**config.mk**
```make
export PLATFORM = sky130hd
export DESIGN_NAME = epm_regs
export DESIGN_NICKNAME = d
export VERILOG_FILES = /design/src/rtl/epm_pkg.sv /design/src/rtl/epm_msg_if.sv /design/src/rtl/epm_regs.sv /design/src/rtl/epm_sync.sv /design/src/rtl/epm_msg_gen.sv
export VERILOG_INCLUDE_DIRS = /design/src /design/src/rtl
export SDC_FILE = /design/constraint.sdc
export NUM_CORES = 1
export LEC_CHECK = 0
export BUFFER_PORTS_ARGS = -buffer_cell sky130_fd_sc_hd__buf_4
export CAP_MARGIN = 20
export CELL_PAD_IN_SITES_DETAIL_PLACEMENT = 0
export CELL_PAD_IN_SITES_GLOBAL_PLACEMENT = 1
export CORE_MARGIN = 10
export CORE_UTILIZATION = 30
export DETAILED_ROUTE_END_ITERATION = 16
export PLACE_DENSITY = 0.83
export SYNTH_ARGS = -nofsm -noshare
export SYNTH_HDL_FRONTEND = slang
export SYNTH_SLANG_ARGS = --single-unit
```
**constraint.sdc**
```tcl
create_clock -name pclk -period 1.9 [get_ports pclk]
set_clock_uncertainty 0.15 [all_clocks]
set_input_delay 0.19 -clock pclk [delete_from_list [all_inputs] [get_ports pclk]]
set_output_delay 0.19 -clock pclk [all_outputs]
set_load 0.02 [all_outputs]
```
**src/rtl/epm_params.svh**
```systemverilog
// offsets, field positions, reset values and codes of the endpoint irq / pm register bank
`ifndef EPM_PARAMS_SVH
`define EPM_PARAMS_SVH

// register byte offsets on the apb bus
`define EPM_OFF_PMCAP      12'h0f0
`define EPM_OFF_ISCFG      12'h0e0
`define EPM_OFF_ISTS       12'h0e4
`define EPM_OFF_ICLR       12'h0e8
`define EPM_OFF_IEN        12'h0ec
`define EPM_OFF_CTRL       12'h0d0

// interrupt signalling configuration fields
`define EPM_ACT_LSB        18
`define EPM_ACT_MSB        20
`define EPM_TC_LSB         29
`define EPM_TC_MSB         31
`define EPM_ACT_RST        3'h0
`define EPM_TC_RST         3'h0

// action codes of the far-side power change field
`define EPM_ACT_MASKED     3'h0
`define EPM_ACT_MSI        3'h1
`define EPM_ACT_INTA       3'h2
`define EPM_ACT_INTC       3'h4
`define EPM_ACT_INTD       3'h5

// legacy interrupt pin codes carried with each message
`define EPM_PIN_A          2'h0
`define EPM_PIN_C          2'h2
`define EPM_PIN_D          2'h3

// power management capability header constants
`define EPM_CAP_IDENT      8'h01
`define EPM_NEXT_PTR       8'h00
`define EPM_PMVER          3'h2
`define EPM_DEV_INIT_BIT   21
`define EPM_DEV_INIT_RST   1'h0

// control register bits
`define EPM_CTRL_MSI_EN    0
`define EPM_CTRL_INTX_DIS  1
`define EPM_CTRL_UNLOCK    2

// status, clear and enable bit of the far-side power change event
`define EPM_EVT_BIT        0

`endif

```
**src/rtl/epm_pkg.sv**
```systemverilog
// types shared by the endpoint irq / pm register bank modules
package epm_pkg;

   typedef enum logic {
      intx_idle,
      intx_asserted
   } epm_intx_st_t;

   // state of the message generator
   typedef struct packed {
      epm_intx_st_t st;
      logic         prev;
      logic         msi_req;
      logic [2:0]   msi_tc;
      logic         asrt;
      logic         deas;
      logic [1:0]   pin;
   } epm_gen_t;

   // state of the register bank
   typedef struct packed {
      logic [2:0]   action;
      logic [2:0]   tc;
      logic         dev_init;
      logic         status;
      logic         enable;
      logic         msi_en;
      logic         intx_dis;
      logic         unlock;
      logic [31:0]  prdata;
   } epm_regs_t;

endpackage : epm_pkg

```
**src/rtl/epm_msg_if.sv**
```systemverilog
// carrier between register bank and interrupt message generator
`timescale 1ns/1ps
interface epm_msg_if;
   logic       status;
   logic [2:0] action;
   logic [2:0] tc;
   logic       msi_en;
   logic       intx_dis;
   logic       msi_req;
   logic [2:0] msi_tc;
   logic       intx_assert;
   logic       intx_deassert;
   logic [1:0] intx_pin;

   modport regs (output status, output action, output tc, output msi_en, output intx_dis,
                 input msi_req, input msi_tc, input intx_assert, input intx_deassert,
                 input intx_pin);
   modport gen  (input status, input action, input tc, input msi_en, input intx_dis,
                 output msi_req, output msi_tc, output intx_assert, output intx_deassert,
                 output intx_pin);
endinterface : epm_msg_if

```
**src/rtl/epm_regs.sv**
```systemverilog
// apb register bank: interrupt signalling config, event status and pm capability header
//
// Behaviour
// - action field: 0 masked, 1 msi, 2 inta, 4 intc, 5 intd, 6-7 reserved
// - act when status sets; legacy mode also sends negation when status clears
// - msi only sent while msi enable bit is set
// - intx messages only sent while legacy interrupt disable is clear
// - msi carries traffic class from bits 31:29, reset zero
// - pm header low byte reads capability id one, ignores writes
// - next capability pointer reads zero, last entry
// - pm version field reads two
// - power event clock bit 19 and reserved bit 20 read zero
// - device specific init bit 21 resets zero, writable only when unlocked
// - aux current field reads zero
// - d1 and d2 support bits read zero
// - power event support field reads zero
`timescale 1ns/1ps
`include "epm_params.svh"
module epm_regs (
   input  wire logic        pclk,
   input  wire logic        presetn,
   input  wire logic        psel,
   input  wire logic        penable,
   input  wire logic        pwrite,
   input  wire logic [11:0] paddr,
   input  wire logic [31:0] pwdata,
   output logic      [31:0] prdata,
   output logic             pready,
   output logic             pslverr,
   input  wire logic        far_power_change,
   output logic             irq,
   output logic             msi_req,
   output logic      [2:0]  msi_tc,
   output logic             intx_assert,
   output logic             intx_deassert,
   output logic      [1:0]  intx_pin
);
   epm_pkg::epm_regs_t r_q;
   epm_pkg::epm_regs_t r_d;

   logic        evt_pulse;
   logic        setup_ph;
   logic        access_ph;
   logic        hit;
   logic        wr_en;
   logic [31:0] rd_val;
   logic [31:0] cfg_word;
   logic [31:0] pmcap_word;
   logic [31:0] ctrl_word;

   epm_msg_if msg ();

   // pin event crosses into pclk before anything looks at it
   epm_sync epm_sync_inst (
      .pclk       (pclk),
      .presetn    (presetn),
      .async_in   (far_power_change),
      .rise_pulse (evt_pulse)
   );

   epm_msg_gen epm_msg_gen_inst (
      .pclk    (pclk),
      .presetn (presetn),
      .m       (msg.gen)
   );

   // apb phases; the slave never inserts wait states
   assign setup_ph  = psel & ~penable;
   assign access_ph = psel & penable;
   assign pready    = 1'b1;

   // address decode over the six mapped words
   always_comb begin
      case (paddr)
         `EPM_OFF_PMCAP,
         `EPM_OFF_ISCFG,
         `EPM_OFF_ISTS,
         `EPM_OFF_ICLR,
         `EPM_OFF_IEN,
         `EPM_OFF_CTRL: hit = 1'b1;
         default:       hit = 1'b0;
      endcase
   end

   // unmapped addresses answer with an error and leave state alone
   assign pslverr = access_ph & ~hit;
   assign wr_en   = access_ph & pwrite & hit;

   // reserved config bits and unimplemented low fields read zero
   always_comb begin
      cfg_word                               = 32'h0000_0000;
      cfg_word[`EPM_ACT_MSB:`EPM_ACT_LSB]    = r_q.action;
      cfg_word[`EPM_TC_MSB:`EPM_TC_LSB]      = r_q.tc;
   end

   always_comb begin
      pmcap_word                 = 32'h0000_0000;
      pmcap_word[7:0]               = `EPM_CAP_IDENT;
      pmcap_word[15:8]              = `EPM_NEXT_PTR;
      pmcap_word[18:16]             = `EPM_PMVER;
      pmcap_word[`EPM_DEV_INIT_BIT] = r_q.dev_init;
   end

   // control word: msi enable, legacy disable, header unlock
   always_comb begin
      ctrl_word                     = 32'h0000_0000;
      ctrl_word[`EPM_CTRL_MSI_EN]   = r_q.msi_en;
      ctrl_word[`EPM_CTRL_INTX_DIS] = r_q.intx_dis;
      ctrl_word[`EPM_CTRL_UNLOCK]   = r_q.unlock;
   end

   // read mux; the clear register is write-only and reads zero
   always_comb begin
      rd_val = 32'h0000_0000;
      case (paddr)
         `EPM_OFF_PMCAP: rd_val = pmcap_word;
         `EPM_OFF_ISCFG: rd_val = cfg_word;
         `EPM_OFF_ISTS:  rd_val[`EPM_EVT_BIT] = r_q.status;
         `EPM_OFF_IEN:   rd_val[`EPM_EVT_BIT] = r_q.enable;
         `EPM_OFF_CTRL:  rd_val = ctrl_word;
         default:        rd_val = 32'h0000_0000;
      endcase
   end

   // next state of the whole bank
   always_comb begin
      r_d = r_q;
      // read data is captured in the setup cycle so prdata is a flop yet needs no wait
      if (setup_ph && !pwrite) begin
         r_d.prdata = rd_val;
      end
      if (wr_en) begin
         case (paddr)
            `EPM_OFF_ISCFG: begin
               // only the action and traffic class fields take writes
               r_d.action = pwdata[`EPM_ACT_MSB:`EPM_ACT_LSB];
               r_d.tc     = pwdata[`EPM_TC_MSB:`EPM_TC_LSB];
            end
            `EPM_OFF_PMCAP: begin
               // device specific init writable only under unlock
               if (r_q.unlock) begin
                  r_d.dev_init = pwdata[`EPM_DEV_INIT_BIT];
               end
            end
            `EPM_OFF_ICLR: begin
               if (pwdata[`EPM_EVT_BIT]) begin
                  r_d.status = 1'b0;
               end
            end
            `EPM_OFF_IEN: r_d.enable = pwdata[`EPM_EVT_BIT];
            `EPM_OFF_CTRL: begin
               r_d.msi_en   = pwdata[`EPM_CTRL_MSI_EN];
               r_d.intx_dis = pwdata[`EPM_CTRL_INTX_DIS];
               r_d.unlock   = pwdata[`EPM_CTRL_UNLOCK];
            end
            default: r_d.action = r_q.action;
         endcase
      end
      // event set wins over a same-cycle clear so no edge is lost
      if (evt_pulse) begin
         r_d.status = 1'b1;
      end
   end

   always_ff @(posedge pclk or negedge presetn) begin
      if (!presetn) begin
         r_q <= '{action: `EPM_ACT_RST, tc: `EPM_TC_RST, dev_init: `EPM_DEV_INIT_RST,
                  status: 1'b0, enable: 1'b0, msi_en: 1'b0, intx_dis: 1'b0,
                  unlock: 1'b0, prdata: 32'h0000_0000};
      end else begin
         r_q <= r_d;
      end
   end

   // action is taken live; software keeps it stable while status is set
   assign msg.status   = r_q.status;
   assign msg.action   = r_q.action;
   assign msg.tc       = r_q.tc;
   assign msg.msi_en   = r_q.msi_en;
   assign msg.intx_dis = r_q.intx_dis;

   // level interrupt, high while an enabled status bit is set
   assign irq           = r_q.status & r_q.enable;
   assign prdata        = r_q.prdata;
   assign msi_req       = msg.msi_req;
   assign msi_tc        = msg.msi_tc;
   assign intx_assert   = msg.intx_assert;
   assign intx_deassert = msg.intx_deassert;
   assign intx_pin      = msg.intx_pin;

   // read access to the pm header, as the master samples it
   logic pm_rd;
   assign pm_rd = access_ph & ~pwrite & (paddr == `EPM_OFF_PMCAP);

   // write strobes as the bank sees them, for the field checks below
   logic cfg_wr;
   logic clr_wr;
   assign cfg_wr = wr_en & (paddr == `EPM_OFF_ISCFG);
   assign clr_wr = wr_en & (paddr == `EPM_OFF_ICLR) & pwdata[`EPM_EVT_BIT];
endmodule : epm_regs

```
**src/rtl/epm_sync.sv**
```systemverilog
// two-flop synchroniser with rising-edge pulse for the far-side power change pin
`timescale 1ns/1ps
module epm_sync (
   input  wire logic pclk,
   input  wire logic presetn,
   input  wire logic async_in,
   output logic      rise_pulse
);
   logic [2:0] s_q;
   logic [2:0] s_d;

   // s_q[0] is only read by s_q[1]; edge detect looks at the later stages
   always_comb begin
      s_d = {s_q[1], s_q[0], async_in};
   end

   always_ff @(posedge pclk or negedge presetn) begin
      if (!presetn) begin
         s_q <= 3'h0;
      end else begin
         s_q <= s_d;
      end
   end

   assign rise_pulse = s_q[1] & ~s_q[2];
endmodule : epm_sync

```
**src/rtl/epm_msg_gen.sv**
```systemverilog
// turns status edges into msi or legacy interrupt messages
`timescale 1ns/1ps
module epm_msg_gen (
   input  wire logic pclk,
   input  wire logic presetn,
   epm_msg_if.gen    m
);
   epm_pkg::epm_gen_t g_q;
   epm_pkg::epm_gen_t g_d;
   logic              rise;
   logic              fall;
   logic              is_intx;
   logic [1:0]        pin_sel;

   assign rise = m.status & ~g_q.prev;
   assign fall = ~m.status & g_q.prev;

   // action decode; code 3 and 6..7 do nothing
   always_comb begin
      is_intx = 1'b1;
      pin_sel = `EPM_PIN_A;
      case (m.action)
         `EPM_ACT_INTA: pin_sel = `EPM_PIN_A;
         `EPM_ACT_INTC: pin_sel = `EPM_PIN_C;
         `EPM_ACT_INTD: pin_sel = `EPM_PIN_D;
         default:       is_intx = 1'b0;
      endcase
   end

   // act on set, negate on clear
   always_comb begin
      g_d         = g_q;
      g_d.prev    = m.status;
      g_d.msi_req = 1'b0;
      g_d.asrt    = 1'b0;
      g_d.deas    = 1'b0;
      // msi only while msi enable is set
      if (rise && m.action == `EPM_ACT_MSI && m.msi_en) begin
         g_d.msi_req = 1'b1;
         // traffic class tagged on each msi
         g_d.msi_tc  = m.tc;
      end
      case (g_q.st)
         epm_pkg::intx_idle: begin
            // assertion suppressed while legacy irqs disabled
            if (rise && is_intx && !m.intx_dis) begin
               g_d.asrt = 1'b1;
               g_d.pin  = pin_sel;
               g_d.st   = epm_pkg::intx_asserted;
            end
         end
         epm_pkg::intx_asserted: begin
            // negation uses the pin that was asserted
            if (fall) begin
               g_d.deas = ~m.intx_dis;
               g_d.st   = epm_pkg::intx_idle;
            end
         end
         default: g_d.st = epm_pkg::intx_idle;
      endcase
   end

   always_ff @(posedge pclk or negedge presetn) begin
      if (!presetn) begin
         g_q <= '{st: epm_pkg::intx_idle, prev: 1'b0, msi_req: 1'b0, msi_tc: `EPM_TC_RST,
                  asrt: 1'b0, deas: 1'b0, pin: `EPM_PIN_A};
      end else begin
         g_q <= g_d;
      end
   end

   assign m.msi_req       = g_q.msi_req;
   assign m.msi_tc        = g_q.msi_tc;
   assign m.intx_assert   = g_q.asrt;
   assign m.intx_deassert = g_q.deas;
   assign m.intx_pin      = g_q.pin;
endmodule : epm_msg_gen

```
After elaboration in Yosys (flattened, before gate mapping) --
Cells that the tools add are included. Widths: inputs -> output; s select.
Storage, ports and cells: register bits 57
Cells by class: bitwise logic cells 16, reductions and logical operators 18, equality and inequality tests 10, muxes and demuxes 18
Operators by type and width (number):
- $pmux 31 s3 | 1
- $eq 12x8->1 const B | 6
- $mux 1 | 11
- $and 1x1->1 | 9
- $reduce_and 2->1 | 4
- $not 1->1 | 7
- $eq 3x3->1 const B | 2
- $reduce_and 3->1 | 2
- $reduce_bool 2->1 | 3
- $reduce_or 6->1 | 1
- $logic_and 1x1->1 | 5
- $mux 5 | 1
- $mux 4 | 1
- $pmux 1 s4 | 1
- $pmux 2 s2 | 1
- $eq 3x1->1 const B | 1
- $eq 3x2->1 const B | 1
- $mux 3 | 1
- $reduce_or 3->1 | 1
- $logic_not 1->1 | 2
- $pmux 1 s2 | 1

Depth between registers and ports, before layout --
Gate-level depths: netlist (run 1).
depth in word-level cells 7, depth in mapped cells 5, gate-level depth less buffers 4

By module --
A second synthesis (run 1) with hierarchy kept.
Unflattened totals: cells, all modules 163, area, all modules 1866.8 µm²
By module, submodules not included:
- epm_regs | cells an instance 120, sequential area each 575.6 µm², area each 1308.8 µm², times used 1
- epm_msg_gen | cells an instance 39, sequential area each 250.2 µm², area each 469.2 µm², times used 1
- epm_sync | cells an instance 4, sequential area each 75.1 µm², area each 88.8 µm², times used 1

Least setup slack after synthesis (run 1) --
Ideal clock, no wire load.
kind reg2reg, start point register r_q (netlist bit msg.intx_dis), end point register epm_msg_gen_inst.g_q (netlist bit epm_msg_gen_inst.m.intx_pin[0]), arrival time 1451 ps, library setup time 130 ps, setup slack 169 ps, stages on the path, launching flop included 5, clock period less this slack 1731 ps, cells stage by stage dfrtp_1 > or4b_4 > or3_1 > a21oi_1 > nor3_1
On the way: cells in the longest elaborated chain, start to end 3
RTL lines:
- from (decl) | line epm_regs.sv:38 | epm_pkg::epm_regs_t r_q;
- from (signal assigned) | line epm_regs.sv:167 | r_q <= '{action: `EPM_ACT_RST, tc: `EPM_TC_RST, dev_init: `EPM_DEV_INIT_RST,
- from (signal assigned) | line epm_regs.sv:171 | r_q <= r_d;
- $logic_not 1->1 | line epm_msg_gen.sv:46 | if (rise && is_intx && !m.intx_dis) begin
- $logic_and 1x1->1 | line epm_msg_gen.sv:46
- $reduce_and 2->1 (no source line)
- to (signal assigned) | line epm_msg_gen.sv:65 | g_q <= '{st: epm_pkg::intx_idle, prev: 1'b0, msi_req: 1'b0, msi_tc: `EPM_TC_RST,
- to (signal assigned) | line epm_msg_gen.sv:68 | g_q <= g_d;
- to (decl) | line epm_msg_gen.sv:8 | epm_pkg::epm_gen_t g_q;
No other way between the ends. A chain may end at the register's enable or synchronous reset.

Final worst setup path (run 1) --
Same ends and word-level chain as after synthesis.

==> results of run 1 <==
## power by group through the flow
stage | Sequential (W) | Combinational, W | Clock (W)
2_1_floorplan | 0.000785 | 0.0000898 | 0
3_3_place_gp | 0.000785 | 0.000127 | 0
3_5_place_dp | 0.000785 | 0.000129 | 0
4_1_cts | 0.000771 | 0.000149 | 0.000575
5_1_grt | 0.000770 | 0.000164 | 0.000606
6_report | 0.000771 | 0.000149 | 0.000544
## cell usage after synthesis, drive strengths merged
library cell,count,area share [%]
conb,2,0.41
o41ai,2,0.96
nor4,2,1.0
and3,1,0.34
nor4b,4,2.3
clkbuf,2,0.41
mux2,14,8.6
nand2,12,2.5
o21ai,6,1.6
o211ai,1,0.69
dfrtp,36,49
nor4bb,1,0.55
inv,7,1.4
a21oi,6,1.6
or4,1,0.41
and2,1,0.41
or4b,1,0.75
nor3,6,2.5
buf,38,16
o211a,1,0.55
or3,2,0.96
nor2,5,1.4
or3b,1,0.48
nand4,1,0.34
a22o,6,2.9
nand3,3,1.1
mux2i,1,0.55
## cells by family (layout without fill, tap and decap cells)
family | Yosys count | in the layout
flops | 36 | 36
buf+inv | 47 | 82
other cells | 2 | 22
simple gates | 41 | 41
compound gates | 22 | 22
mux | 15 | 15
## critical path, stage by stage (launching register included)
cell	delay, ps
sky130_fd_sc_hd__dfrtp_1	380
sky130_fd_sc_hd__or4b_4	560
sky130_fd_sc_hd__or3_1	340
sky130_fd_sc_hd__a21oi_1	150
sky130_fd_sc_hd__nor3_1	60
## path summary, 6_finish.rpt
| kind | from | end |
|---|---|---|
| worst max-delay path | msg.intx_dis | epm_msg_gen_inst.m.intx_pin[0] |
| worst min-delay path | paddr[2] | msg.status |
| worst max register to register | msg.intx_dis | epm_msg_gen_inst.m.intx_pin[0] |
| worst min register to register | epm_sync_inst.s_q[0] | epm_sync_inst.s_q[1] |
| max in group asynchronous | presetn | msg.action[1] |
| min in group asynchronous | presetn | prdata[21] |
## sequential cells by signal (all words and copies together), names as in the netlist
name / count
pmcap_word: 1
msg.msi_en: 1
prdata: 11
epm_msg_gen_inst.m.msi_req: 1
r_q: 1
msg.status: 1
epm_msg_gen_inst.m.msi_tc: 3
epm_msg_gen_inst.g_q: 2
epm_sync_inst.s_q: 3
msg.tc: 3
epm_msg_gen_inst.m.intx_deassert: 1
epm_msg_gen_inst.m.intx_pin: 2
msg.intx_dis: 1
ctrl_word: 1
msg.action: 3
epm_msg_gen_inst.m.intx_assert: 1
## layer usage
metal	GRT usage (%)	part of all wire, %
met5	0	0
met4	3.36	1.1
met3	3.31	6.4
met2	14.0	49
met1	9.74	43
## through the flow
| step | power (W) | area [um2] | hold slack (ps) | instances | worst slack (ps) |
|---|---|---|---|---|---|
| after floorplan | 0.000875 | 1900 | -256 | 183 | 169 |
| after global placement | 0.000912 | 2110 | 21.2 | 273 | 44.0 |
| after detailed placement | 0.000914 | 2110 | 30.3 | 273 | 49.8 |
| after CTS | 0.00149 | 2320 | 50.6 | 293 | 126 |
| after global routing | 0.00154 | 2320 | 57.6 | 293 | 34.8 |
| final | 0.00146 | 2320 | 49.8 | 293 | 144 |
## area by class of cell
cell class / count / share of cell area (%)
Timing Repair Buffer: 67 / 23.0
Sequential cell: 36 / 38.8
Clock buffer: 8 / 3.88
Tap cell: 75 / 4.04
Inverter: 7 / 1.13
Multi-Input combinational cell: 100 / 29.2
==> impl_metrics.sql, run 1 <==
INSERT INTO impl_metrics (metric_group, metric, value, unit) VALUES
('route', 'wire_per_inst', '14.0', 'um'),
('clocking', 'cts_inserted_buffers', '5', ''),
('timing', 'timing.setup.tns', '0', 'ps'),
('final_layout', 'final.fill_count', '590', ''),
('final_layout', 'diodes', '0', ''),
('job', 'maxCapViolCount', '0', ''),
('power', 'power_report.internal_total', '0.00113', 'W'),
('power', 'combPwrFrac', '10.2', '%'),
('power', 'seq_power_share', '52.7', '%'),
('synth', 'synth_simple_gate_area_share', '15.1', '%'),
('route', 'first_pass_iters', '4', ''),
('clocking', 'postCtsSetupBuffers', '0', ''),
('final_layout', 'final_layout_size_suffix_gt1_share', '39.0', '%'),
('global_routing', 'grt_pass1_vias', '1380', ''),
('timing', 'rsz_0062_raised_after_global_routing', 'no', ''),
('global_routing', 'largest_net_degree_at_the_start_of_global_routing', '37', ''),
('setup_path', 'critical_path_required', '1910', 'ps'),
('clocking', 'cts_htree_levels', '2', ''),
('timing', 'setup_viol_count_final', '0', ''),
('floorplanning', 'core-area', '0.00592', 'mm2'),
('floorplanning', 'placement_rows', '28', ''),
('clocking', 'insertion_delay', '280', 'ps'),
('timing', 'final_hold_violation_count', '0', ''),
('synth', 'mux_cell_area_share_after_synthesis', '9.20', '%'),
('setup_path', 'worstPathArrival', '1770', 'ps'),
('route', 'drt-total-wl', '4100', 'um'),
('floorplanning', 'die_width', '98.0', 'um'),
('run_status', 'run_status', 'complete, no violations', ''),
('floorplanning', 'chipHeight', '98.0', 'um'),
('synth', 'yosys.cell_types.count', '34', ''),
('setup_path', 'timing.setup.critical_path_class', 'reg2reg', ''),
('clocking', 'number_of_cells_upsized_or_downsized_after_cts', '0', ''),
('global_routing', 'antenna_found_initial', '0', ''),
('final_layout', 'fin_util', '39.2', '%'),
('synth', 'synthesis.area', '0.00182', 'mm2'),
('setup_path', 'setup.worst_path.start_class', 'register', ''),
('timing', 'achievable-frequency', '570', 'MHz'),
('power', 'pwr-share-clk', '37.2', '%'),
('synth', 'synthAdderAreaFrac', '0', '%'),
('final_layout', 'final_net_count', '267', ''),
('final_layout', 'areaGrowthSynthToFinish', '27.4', '%'),
('clocking', 'cts.clk_slew.worst_paths', '70', 'ps'),
('power', 'power.switching_fraction', '23.0', '%'),
('synth', 'synthesis.yosys.warnings', '0', ''),
('clocking', 'clock_sinks', '36', ''),
('clocking', 'clockBufferDepth', '2', ''),
('power', 'power.switching', '0.000337', 'W'),
('synth', 'ys_ff_latch', '36', ''),
('clocking', 'cts_tree', 'done', ''),
('final_layout', 'layout.area.seq', '901', 'um2'),
('place', 'gp_congestion', '0.726', ''),
('global_routing', 'wire_length_of_the_first_global_routing_pass', '6780', 'um'),
('clocking', 'cts_hold_repair.buffers', '12', ''),
('route', 'final_antenna_net_count', '0', ''),
('synth', 'yosysSeqAreaShare', '49.4', '%'),
('route', 'dr_total_vias', '1251', ''),
('floorplanning', 'initial_core_util', '30.8', '%'),
('setup_path', 'worst-path-max-fanout', '4', ''),
('hold_path', 'worstHoldPathType', 'in2reg', ''),
('setup_path', 'cp-end-kind', 'register', ''),
('final_layout', 'multiInputGateArea', '678', 'um2'),
('place', 'placement.io_buffers', '48', ''),
('final_layout', 'layout.cells.most_common', 'sky130_fd_sc_hd__buf_4', ''),
('synth', 'synth_top_family_by_area', 'buffers and inverters', ''),
('synth', 'post_synth_xor_area_fraction', '0', '%'),
('floorplanning', 'io_pins', '93', ''),
('hold_path', 'hold-path-cell-count', '3', ''),
('timing', 'slew_violations', '0', ''),
('setup_path', 'reg2regPathDepth', '4', ''),
('floorplanning', 'die_area', '0.00959', 'mm2'),
('clocking', 'clockRootBuffer', 'sky130_fd_sc_hd__clkbuf_8', '');
No activity file was read; power rests on OpenSTA's default activity.
==> run 2, diff against run 1 <==
CORE_MARGIN = default   (was 10)
==> impl_metrics.sql, run 2 (synthesis gave the netlist of run 1 again) <==
INSERT INTO impl_metrics (metric_group, metric, value, unit) VALUES
('timing', 'timing.setup.tns', '0', 'ps'),
('place', 'placed_cells', '272', ''),
('clocking', 'cts.clk_slew.worst_paths', '60', 'ps'),
('place', 'placed_area', '0.00210', 'mm2'),
('floorplanning', 'placement_rows', '28', ''),
('route', 'wire_per_inst', '11.7', 'um'),
('setup_path', 'setup.worst_path.start_class', 'register', ''),
('setup_path', 'crit_slowest_cell', 'sky130_fd_sc_hd__or4b_4', ''),
('floorplanning', 'initial_core_util', '31.0', '%'),
('power', 'seq_power_share', '54.7', '%'),
('setup_path', 'reg2regPathDepth', '4', ''),
('power', 'leak_pwr', '1.15', 'nW'),
('clocking', 'insertion_delay', '280', 'ps'),
('final_layout', 'layout.cells.most_common', 'sky130_fd_sc_hd__buf_4', ''),
('setup_path', 'cp-end-kind', 'register', ''),
('floorplanning', 'chipHeight', '80.0', 'um'),
('final_layout', 'largest_register_ffs', '11', ''),
('power', 'power_report.internal_total', '0.00108', 'W'),
('timing', 'slew_violations', '0', ''),
('timing', 'rsz_0062_raised_after_global_routing', 'no', ''),
('floorplanning', 'core-area', '0.00589', 'mm2'),
('clocking', 'cts_inserted_buffers', '5', ''),
('timing', 'min_period', '1780', 'ps'),
('power', 'power.switching', '0.000330', 'W'),
('floorplanning', 'io_pins', '93', ''),
('route', 'route.detailed.drc', '0', ''),
('job', 'maxCapViolCount', '0', ''),
('place', 'placement.io_buffers', '48', ''),
('setup_path', 'timing.setup.critical_path_class', 'reg2reg', ''),
('final_layout', 'areaGrowthSynthToFinish', '26.3', '%'),
('route', 'final_antenna_net_count', '0', ''),
('power', 'worst_vdd_drop', '239', 'uV'),
('floorplanning', 'die_area', '0.00639', 'mm2'),
('setup_path', 'worst-path-max-fanout', '4', ''),
('setup_path', 'crit_chain', 'or4b_4 > or3_1 > a21oi_1 > nor3_1', ''),
('setup_path', 'critical_path_required', '1910', 'ps'),
('power', 'combPwrFrac', '10.3', '%'),
('clocking', 'clock_sinks', '36', ''),
('setup_path', 'critical_path_cell_count', '4', ''),
('setup_path', 'critical-path-max-stage-delay', '540', 'ps'),
('clocking', 'cts_htree_levels', '2', ''),
('timing', 'achievable-frequency', '563', 'MHz'),
('place', 'dp.final_hpwl', '2580', 'um'),
('power', 'pwr-share-clk', '35.0', '%'),
('clocking', 'clockBufferDepth', '2', ''),
('setup_path', 'worstPathArrival', '1780', 'ps'),
('timing', 'final_hold_violation_count', '0', ''),
('clocking', 'cts_tree', 'done', ''),
('final_layout', 'mostFrequentLayoutCells', '54 x sky130_fd_sc_hd__buf_4, 36 x sky130_fd_sc_hd__dfrtp_1, 22 x sky130_fd_sc_hd__conb_1', ''),
('hold_path', 'hold-path-cell-count', '3', ''),
('final_layout', 'final.fill_count', '587', ''),
('run_status', 'run_status', 'complete, no violations', ''),
('final_layout', 'diodes', '0', ''),
('final_layout', 'final_layout_size_suffix_gt1_share', '38.9', '%'),
('global_routing', 'grt_pass1_vias', '1204', ''),
('global_routing', 'globalRoute.totalOverflow', '0', ''),
('final_layout', 'fin_util', '39.1', '%'),
('clocking', 'postCtsSetupBuffers', '0', ''),
('route', 'drt-total-wl', '3400', 'um'),
('route', 'first_pass_iters', '3', ''),
('final_layout', 'final_net_count', '266', ''),
('route', 'drtIter0Drc', '26', ''),
('floorplanning', 'die_width', '80.0', 'um'),
('timing', 'timing.final.crit_share', '93.4', '%'),
('route', 'vias_per_cell', '4.29', ''),
('power', 'power_density', '612', 'mW/mm2'),
('power', 'power.switching_fraction', '23.4', '%'),
('setup_path', 'cp.buffers_inverters', '0', ''),
('global_routing', 'wire_length_of_the_first_global_routing_pass', '5420', 'um'),
('hold_path', 'worstHoldPathType', 'in2reg', ''),
('final_layout', 'finish.instance_area', '0.00230', 'mm2'),
('global_routing', 'largest_net_degree_at_the_start_of_global_routing', '37', ''),
('setup_path', 'cpLargestDelayFamily', 'simple AND/OR/NAND/NOR gates', ''),
('clocking', 'clockRootBuffer', 'sky130_fd_sc_hd__clkbuf_8', ''),
('timing', 'setup_viol_count_final', '0', ''),
('global_routing', 'antenna_found_initial', '0', ''),
('place', 'gp_congestion', '0.749', ''),
('route', 'dr_total_vias', '1249', ''),
('global_routing', 'grtUsageTotal', '11.3', '%'),
('final_layout', 'instances_no_fill', '291', '');
-- run 2: cell count changes in the layout (fill, tap and decap cells not counted) --
| cell | previous run | this run |
|---|---|---|
| sky130_fd_sc_hd__buf_4 | 55 | 54 |
| sky130_fd_sc_hd__clkbuf_1 | 2 | 1 |
| sky130_fd_sc_hd__clkbuf_8 | 6 | 5 |
| sky130_fd_sc_hd__clkinv_2 | 0 | 1 |
-- run 2: worst paths after layout --
path | from | to | slack (ps)
max | epm_msg_gen_inst.g_q[8] | epm_msg_gen_inst.m.intx_pin[0] | 120
min | paddr[2] | msg.status | 30
max reg2reg | epm_msg_gen_inst.g_q[8] | epm_msg_gen_inst.m.intx_pin[0] | 120
min reg2reg | epm_sync_inst.s_q[0] | epm_sync_inst.s_q[1] | 200
max in group asynchronous | presetn | r_q[35] | 1030
min in group asynchronous | presetn | pmcap_word[21] | 250
-- run 2: worst reg2reg max path: stages (launching register included) --
cell and delay, ps:
sky130_fd_sc_hd__dfrtp_1 400, sky130_fd_sc_hd__or4b_4 540, sky130_fd_sc_hd__or3_1 360, sky130_fd_sc_hd__a21oi_1 160, sky130_fd_sc_hd__nor3_1 60
-- run 2: through the flow --
step | hold slack [ps] | total power (W) | setup WS, ps
5_1_grt | 44.3 | 0.00148 | 39.1
2_1_floorplan | -256 | 0.000875 | 169
3_5_place_dp | 25.3 | 0.000913 | 24.2
4_1_cts | 29.6 | 0.00144 | 119
3_3_place_gp | 20.7 | 0.000912 | 51.5
6_report | 33.6 | 0.00141 | 125
-- run 2: cell type report --
class                      instances  area [um2]  area share [%]
clock buffer                       6        72.6            3.15
clock inverter                     1        5.00           0.217
inverter                           7        26.3            1.14
multi-input combinational        100         678            29.5
sequential                        36         901            39.1
tap                               75        93.8            4.08
timing repair buffer              66         526            22.8
-- run 2: power by group through the flow --
stage | Sequential, W | Clock (W) | Combinational, W
global placement | 0.000785 | 0 | 0.000127
finish | 0.000771 | 0.000494 | 0.000145
CTS | 0.000771 | 0.000518 | 0.000147
floorplan | 0.000785 | 0 | 0.0000898
detailed placement | 0.000785 | 0 | 0.000128
global route | 0.000771 | 0.000549 | 0.000159
-- run 2: timing repair --
action                                 CTS  global route
gates resized for setup                  0             0
hold buffers                            12             0
endpoints found under the hold margin   47             0
-- run 2: per-layer routing --
metal  global-route usage (%)  wire, um  up-vias
met4                     4.82        29        0
met2                     19.1      1720       35
met3                     3.20       163        3
met1                     13.5      1480      593
met5                        0         0        -
li1                         -         -      618
==> run 3, diff against run 2 <==
RECOVER_POWER = 25   (was default)
==> impl_metrics.sql, run 3 (synthesis gave the netlist of run 1 again) <==
INSERT INTO impl_metrics (metric_group, metric, value, unit) VALUES
('clocking', 'cts.clk_slew.worst_paths', '60', 'ps'),
('final_layout', 'diodes', '0', ''),
('setup_path', 'critical-path-max-stage-delay', '540', 'ps'),
('final_layout', 'final_layout_size_suffix_gt1_share', '38.4', '%'),
('setup_path', 'crit_slowest_cell', 'sky130_fd_sc_hd__or4b_4', ''),
('clocking', 'cts_htree_levels', '2', ''),
('setup_path', 'cp-startpoint', 'epm_msg_gen_inst.g_q[8]', ''),
('floorplanning', 'chipHeight', '80.0', 'um'),
('place', 'gp_congestion', '0.749', ''),
('global_routing', 'antenna_found_initial', '0', ''),
('clocking', 'insertion_delay', '280', 'ps'),
('timing', 'final_hold_violation_count', '0', ''),
('hold_path', 'hold-path-cell-count', '3', ''),
('hold_path', 'min_from', 'paddr[2]', ''),
('run_status', 'run_status', 'complete, no violations', ''),
('route', 'drt-total-wl', '3390', 'um'),
('clocking', 'cts_tree', 'done', ''),
('route', 'met2_wirelength', '1710', 'um'),
('setup_path', 'cp.buffers_inverters', '0', ''),
('floorplanning', 'io_pins', '93', ''),
('route', 'final_antenna_net_count', '0', ''),
('floorplanning', 'core-area', '0.00589', 'mm2'),
('hold_path', 'min_delay_worst_endpoint', 'msg.status', ''),
('power', 'power_density', '613', 'mW/mm2'),
('global_routing', 'wire_length_of_the_first_global_routing_pass', '5420', 'um'),
('final_layout', 'mostFrequentLayoutCells', '51 x sky130_fd_sc_hd__buf_4, 36 x sky130_fd_sc_hd__dfrtp_1, 22 x sky130_fd_sc_hd__conb_1', ''),
('setup_path', 'reg2reg_slack', '130', 'ps'),
('route', 'first_pass_iters', '3', ''),
('clocking', 'clock_sinks', '36', ''),
('route', 'highest_layer', 'met4', ''),
('place', 'placement.io_buffers', '48', ''),
('setup_path', 'cp-end-kind', 'register', ''),
('final_layout', 'multiInputGateArea', '678', 'um2'),
('global_routing', 'grt_pass1_vias', '1204', ''),
('setup_path', 'critical_path_required', '1910', 'ps'),
('route', 'route.detailed.drc', '0', ''),
('setup_path', 'rr_startpoint', 'epm_msg_gen_inst.g_q[8]', ''),
('clocking', 'clockRootBuffer', 'sky130_fd_sc_hd__clkbuf_8', ''),
('route', 'wire_length_on_met1', '1500', 'um'),
('setup_path', 'worstPathArrival', '1780', 'ps'),
('global_routing', 'largest_net_degree_at_the_start_of_global_routing', '37', ''),
('setup_path', 'reg2regPathDepth', '4', ''),
('timing', 'slew_headroom', '42.2', '%'),
('setup_path', 'timing.setup.critical_path_class', 'reg2reg', ''),
('clocking', 'clockBufferDepth', '2', ''),
('global_routing', 'globalRoute.totalOverflow', '0', ''),
('route', 'met3_length', '163', 'um'),
('job', 'maxCapViolCount', '0', ''),
('setup_path', 'crit_chain', 'or4b_4 > or3_1 > a21oi_1 > nor3_1', ''),
('final_layout', 'layout.cells.most_common', 'sky130_fd_sc_hd__buf_4', ''),
('final_layout', 'final.fill_count', '587', ''),
('power', 'worst_vdd_drop', '239', 'uV'),
('route', 'dr_total_vias', '1249', ''),
('route', 'drtIter0Drc', '25', ''),
('timing', 'timing.setup.tns', '0', 'ps'),
('timing', 'setup_viol_count_final', '0', ''),
('floorplanning', 'die_area', '0.00639', 'mm2'),
('setup_path', 'r2r_end', 'epm_msg_gen_inst.m.intx_pin[0]', ''),
('place', 'dp.final_hpwl', '2580', 'um'),
('setup_path', 'setup.worst_path.start_class', 'register', ''),
('global_routing', 'grtUsageTotal', '11.3', '%'),
('timing', 'min_period', '1770', 'ps'),
('floorplanning', 'die_width', '80.0', 'um'),
('clocking', 'postCtsSetupBuffers', '0', ''),
('timing', 'timing.final.crit_share', '93.4', '%'),
('timing', 'rsz_0062_raised_after_global_routing', 'no', ''),
('timing', 'achievable-frequency', '564', 'MHz'),
('hold_path', 'worstHoldPathType', 'in2reg', ''),
('route', 'wire_per_inst', '11.7', 'um'),
('floorplanning', 'initial_core_util', '31.0', '%'),
('floorplanning', 'placement_rows', '28', ''),
('clocking', 'cts_hold_repair.buffers', '12', ''),
('route', 'vias_per_cell', '4.29', ''),
('power', 'leak_pwr', '1.15', 'nW'),
('timing', 'slew_violations', '0', ''),
('clocking', 'number_of_cells_upsized_or_downsized_after_cts', '0', ''),
('setup_path', 'cpLargestDelayFamily', 'simple AND/OR/NAND/NOR gates', ''),
('setup_path', 'worst-path-max-fanout', '4', ''),
('timing', 'fin_worst_hold_slack', '34.0', 'ps'),
('clocking', 'cts_inserted_buffers', '5', ''),
('final_layout', 'areaGrowthSynthToFinish', '25.9', '%'),
('timing', 'measured_slew_at_the_worst_slew_check_pin', '866', 'ps'),
('final_layout', 'layout.area.seq', '901', 'um2'),
('final_layout', 'final_net_count', '266', ''),
('final_layout', 'largest_register_ffs', '11', '');
==> run 3: cell count changes in the layout (fill, tap and decap cells not counted) <==
cell,change
sky130_fd_sc_hd__clkbuf_4,+1
sky130_fd_sc_hd__clkbuf_2,+1
sky130_fd_sc_hd__clkbuf_1,+1
sky130_fd_sc_hd__buf_4,-3
==> run 3: through the flow <==
stage	total power (W)	area [um2]	utilization (%)	setup WS, ps	std cells
floorplan	0.000875	1900	-	169	183
global placement	0.000912	2100	35.8	51.5	272
detailed placement	0.000913	2100	35.8	24.2	272
CTS	0.00144	2300	39.1	119	291
global route	0.00148	2300	39.0	39.1	291
finish	0.00141	2300	39.0	126	291
==> run 3: how the worst max path moves through the flow <==
stage	cells after the start	slack, ps	end
2_1_floorplan	4	170	epm_msg_gen_inst.m.intx_pin[0]
3_3_place_gp	6	50	msg.msi_en
3_5_place_dp	6	20	ctrl_word[2]
4_1_cts	4	120	epm_msg_gen_inst.m.intx_pin[0]
5_1_grt	4	40	epm_msg_gen_inst.m.intx_pin[0]
6_report	4	130	epm_msg_gen_inst.m.intx_pin[0]
==> run 3: layer usage <==
layer / up-vias / global-route usage [%]
met5: - / 0
met4: 0 / 4.82
met2: 35 / 19.1
met3: 3 / 3.20
li1: 617 / -
met1: 594 / 13.5
==> run 3: where the power goes <==
group	switching, W	internal [W]
logic	0.0000838	0.0000603
registers	0.00000113	0.000770
clock network	0.000244	0.000249
==> run 3: cell type report <==
type                            count  share of cell area (%)
Multi-Input combinational cell    100                    29.5
Inverter                            7                    1.14
Sequential cell                    36                    39.2
Clock buffer                        6                    3.16
Timing Repair Buffer               66                    22.6
Tap cell                           75                    4.09
Clock inverter                      1                   0.218
==> run 3: worst min-delay path, stage by stage <==
cell	delay (ps)
sky130_fd_sc_hd__buf_4	100
sky130_fd_sc_hd__o41ai_1	70
sky130_fd_sc_hd__o21ai_0	60
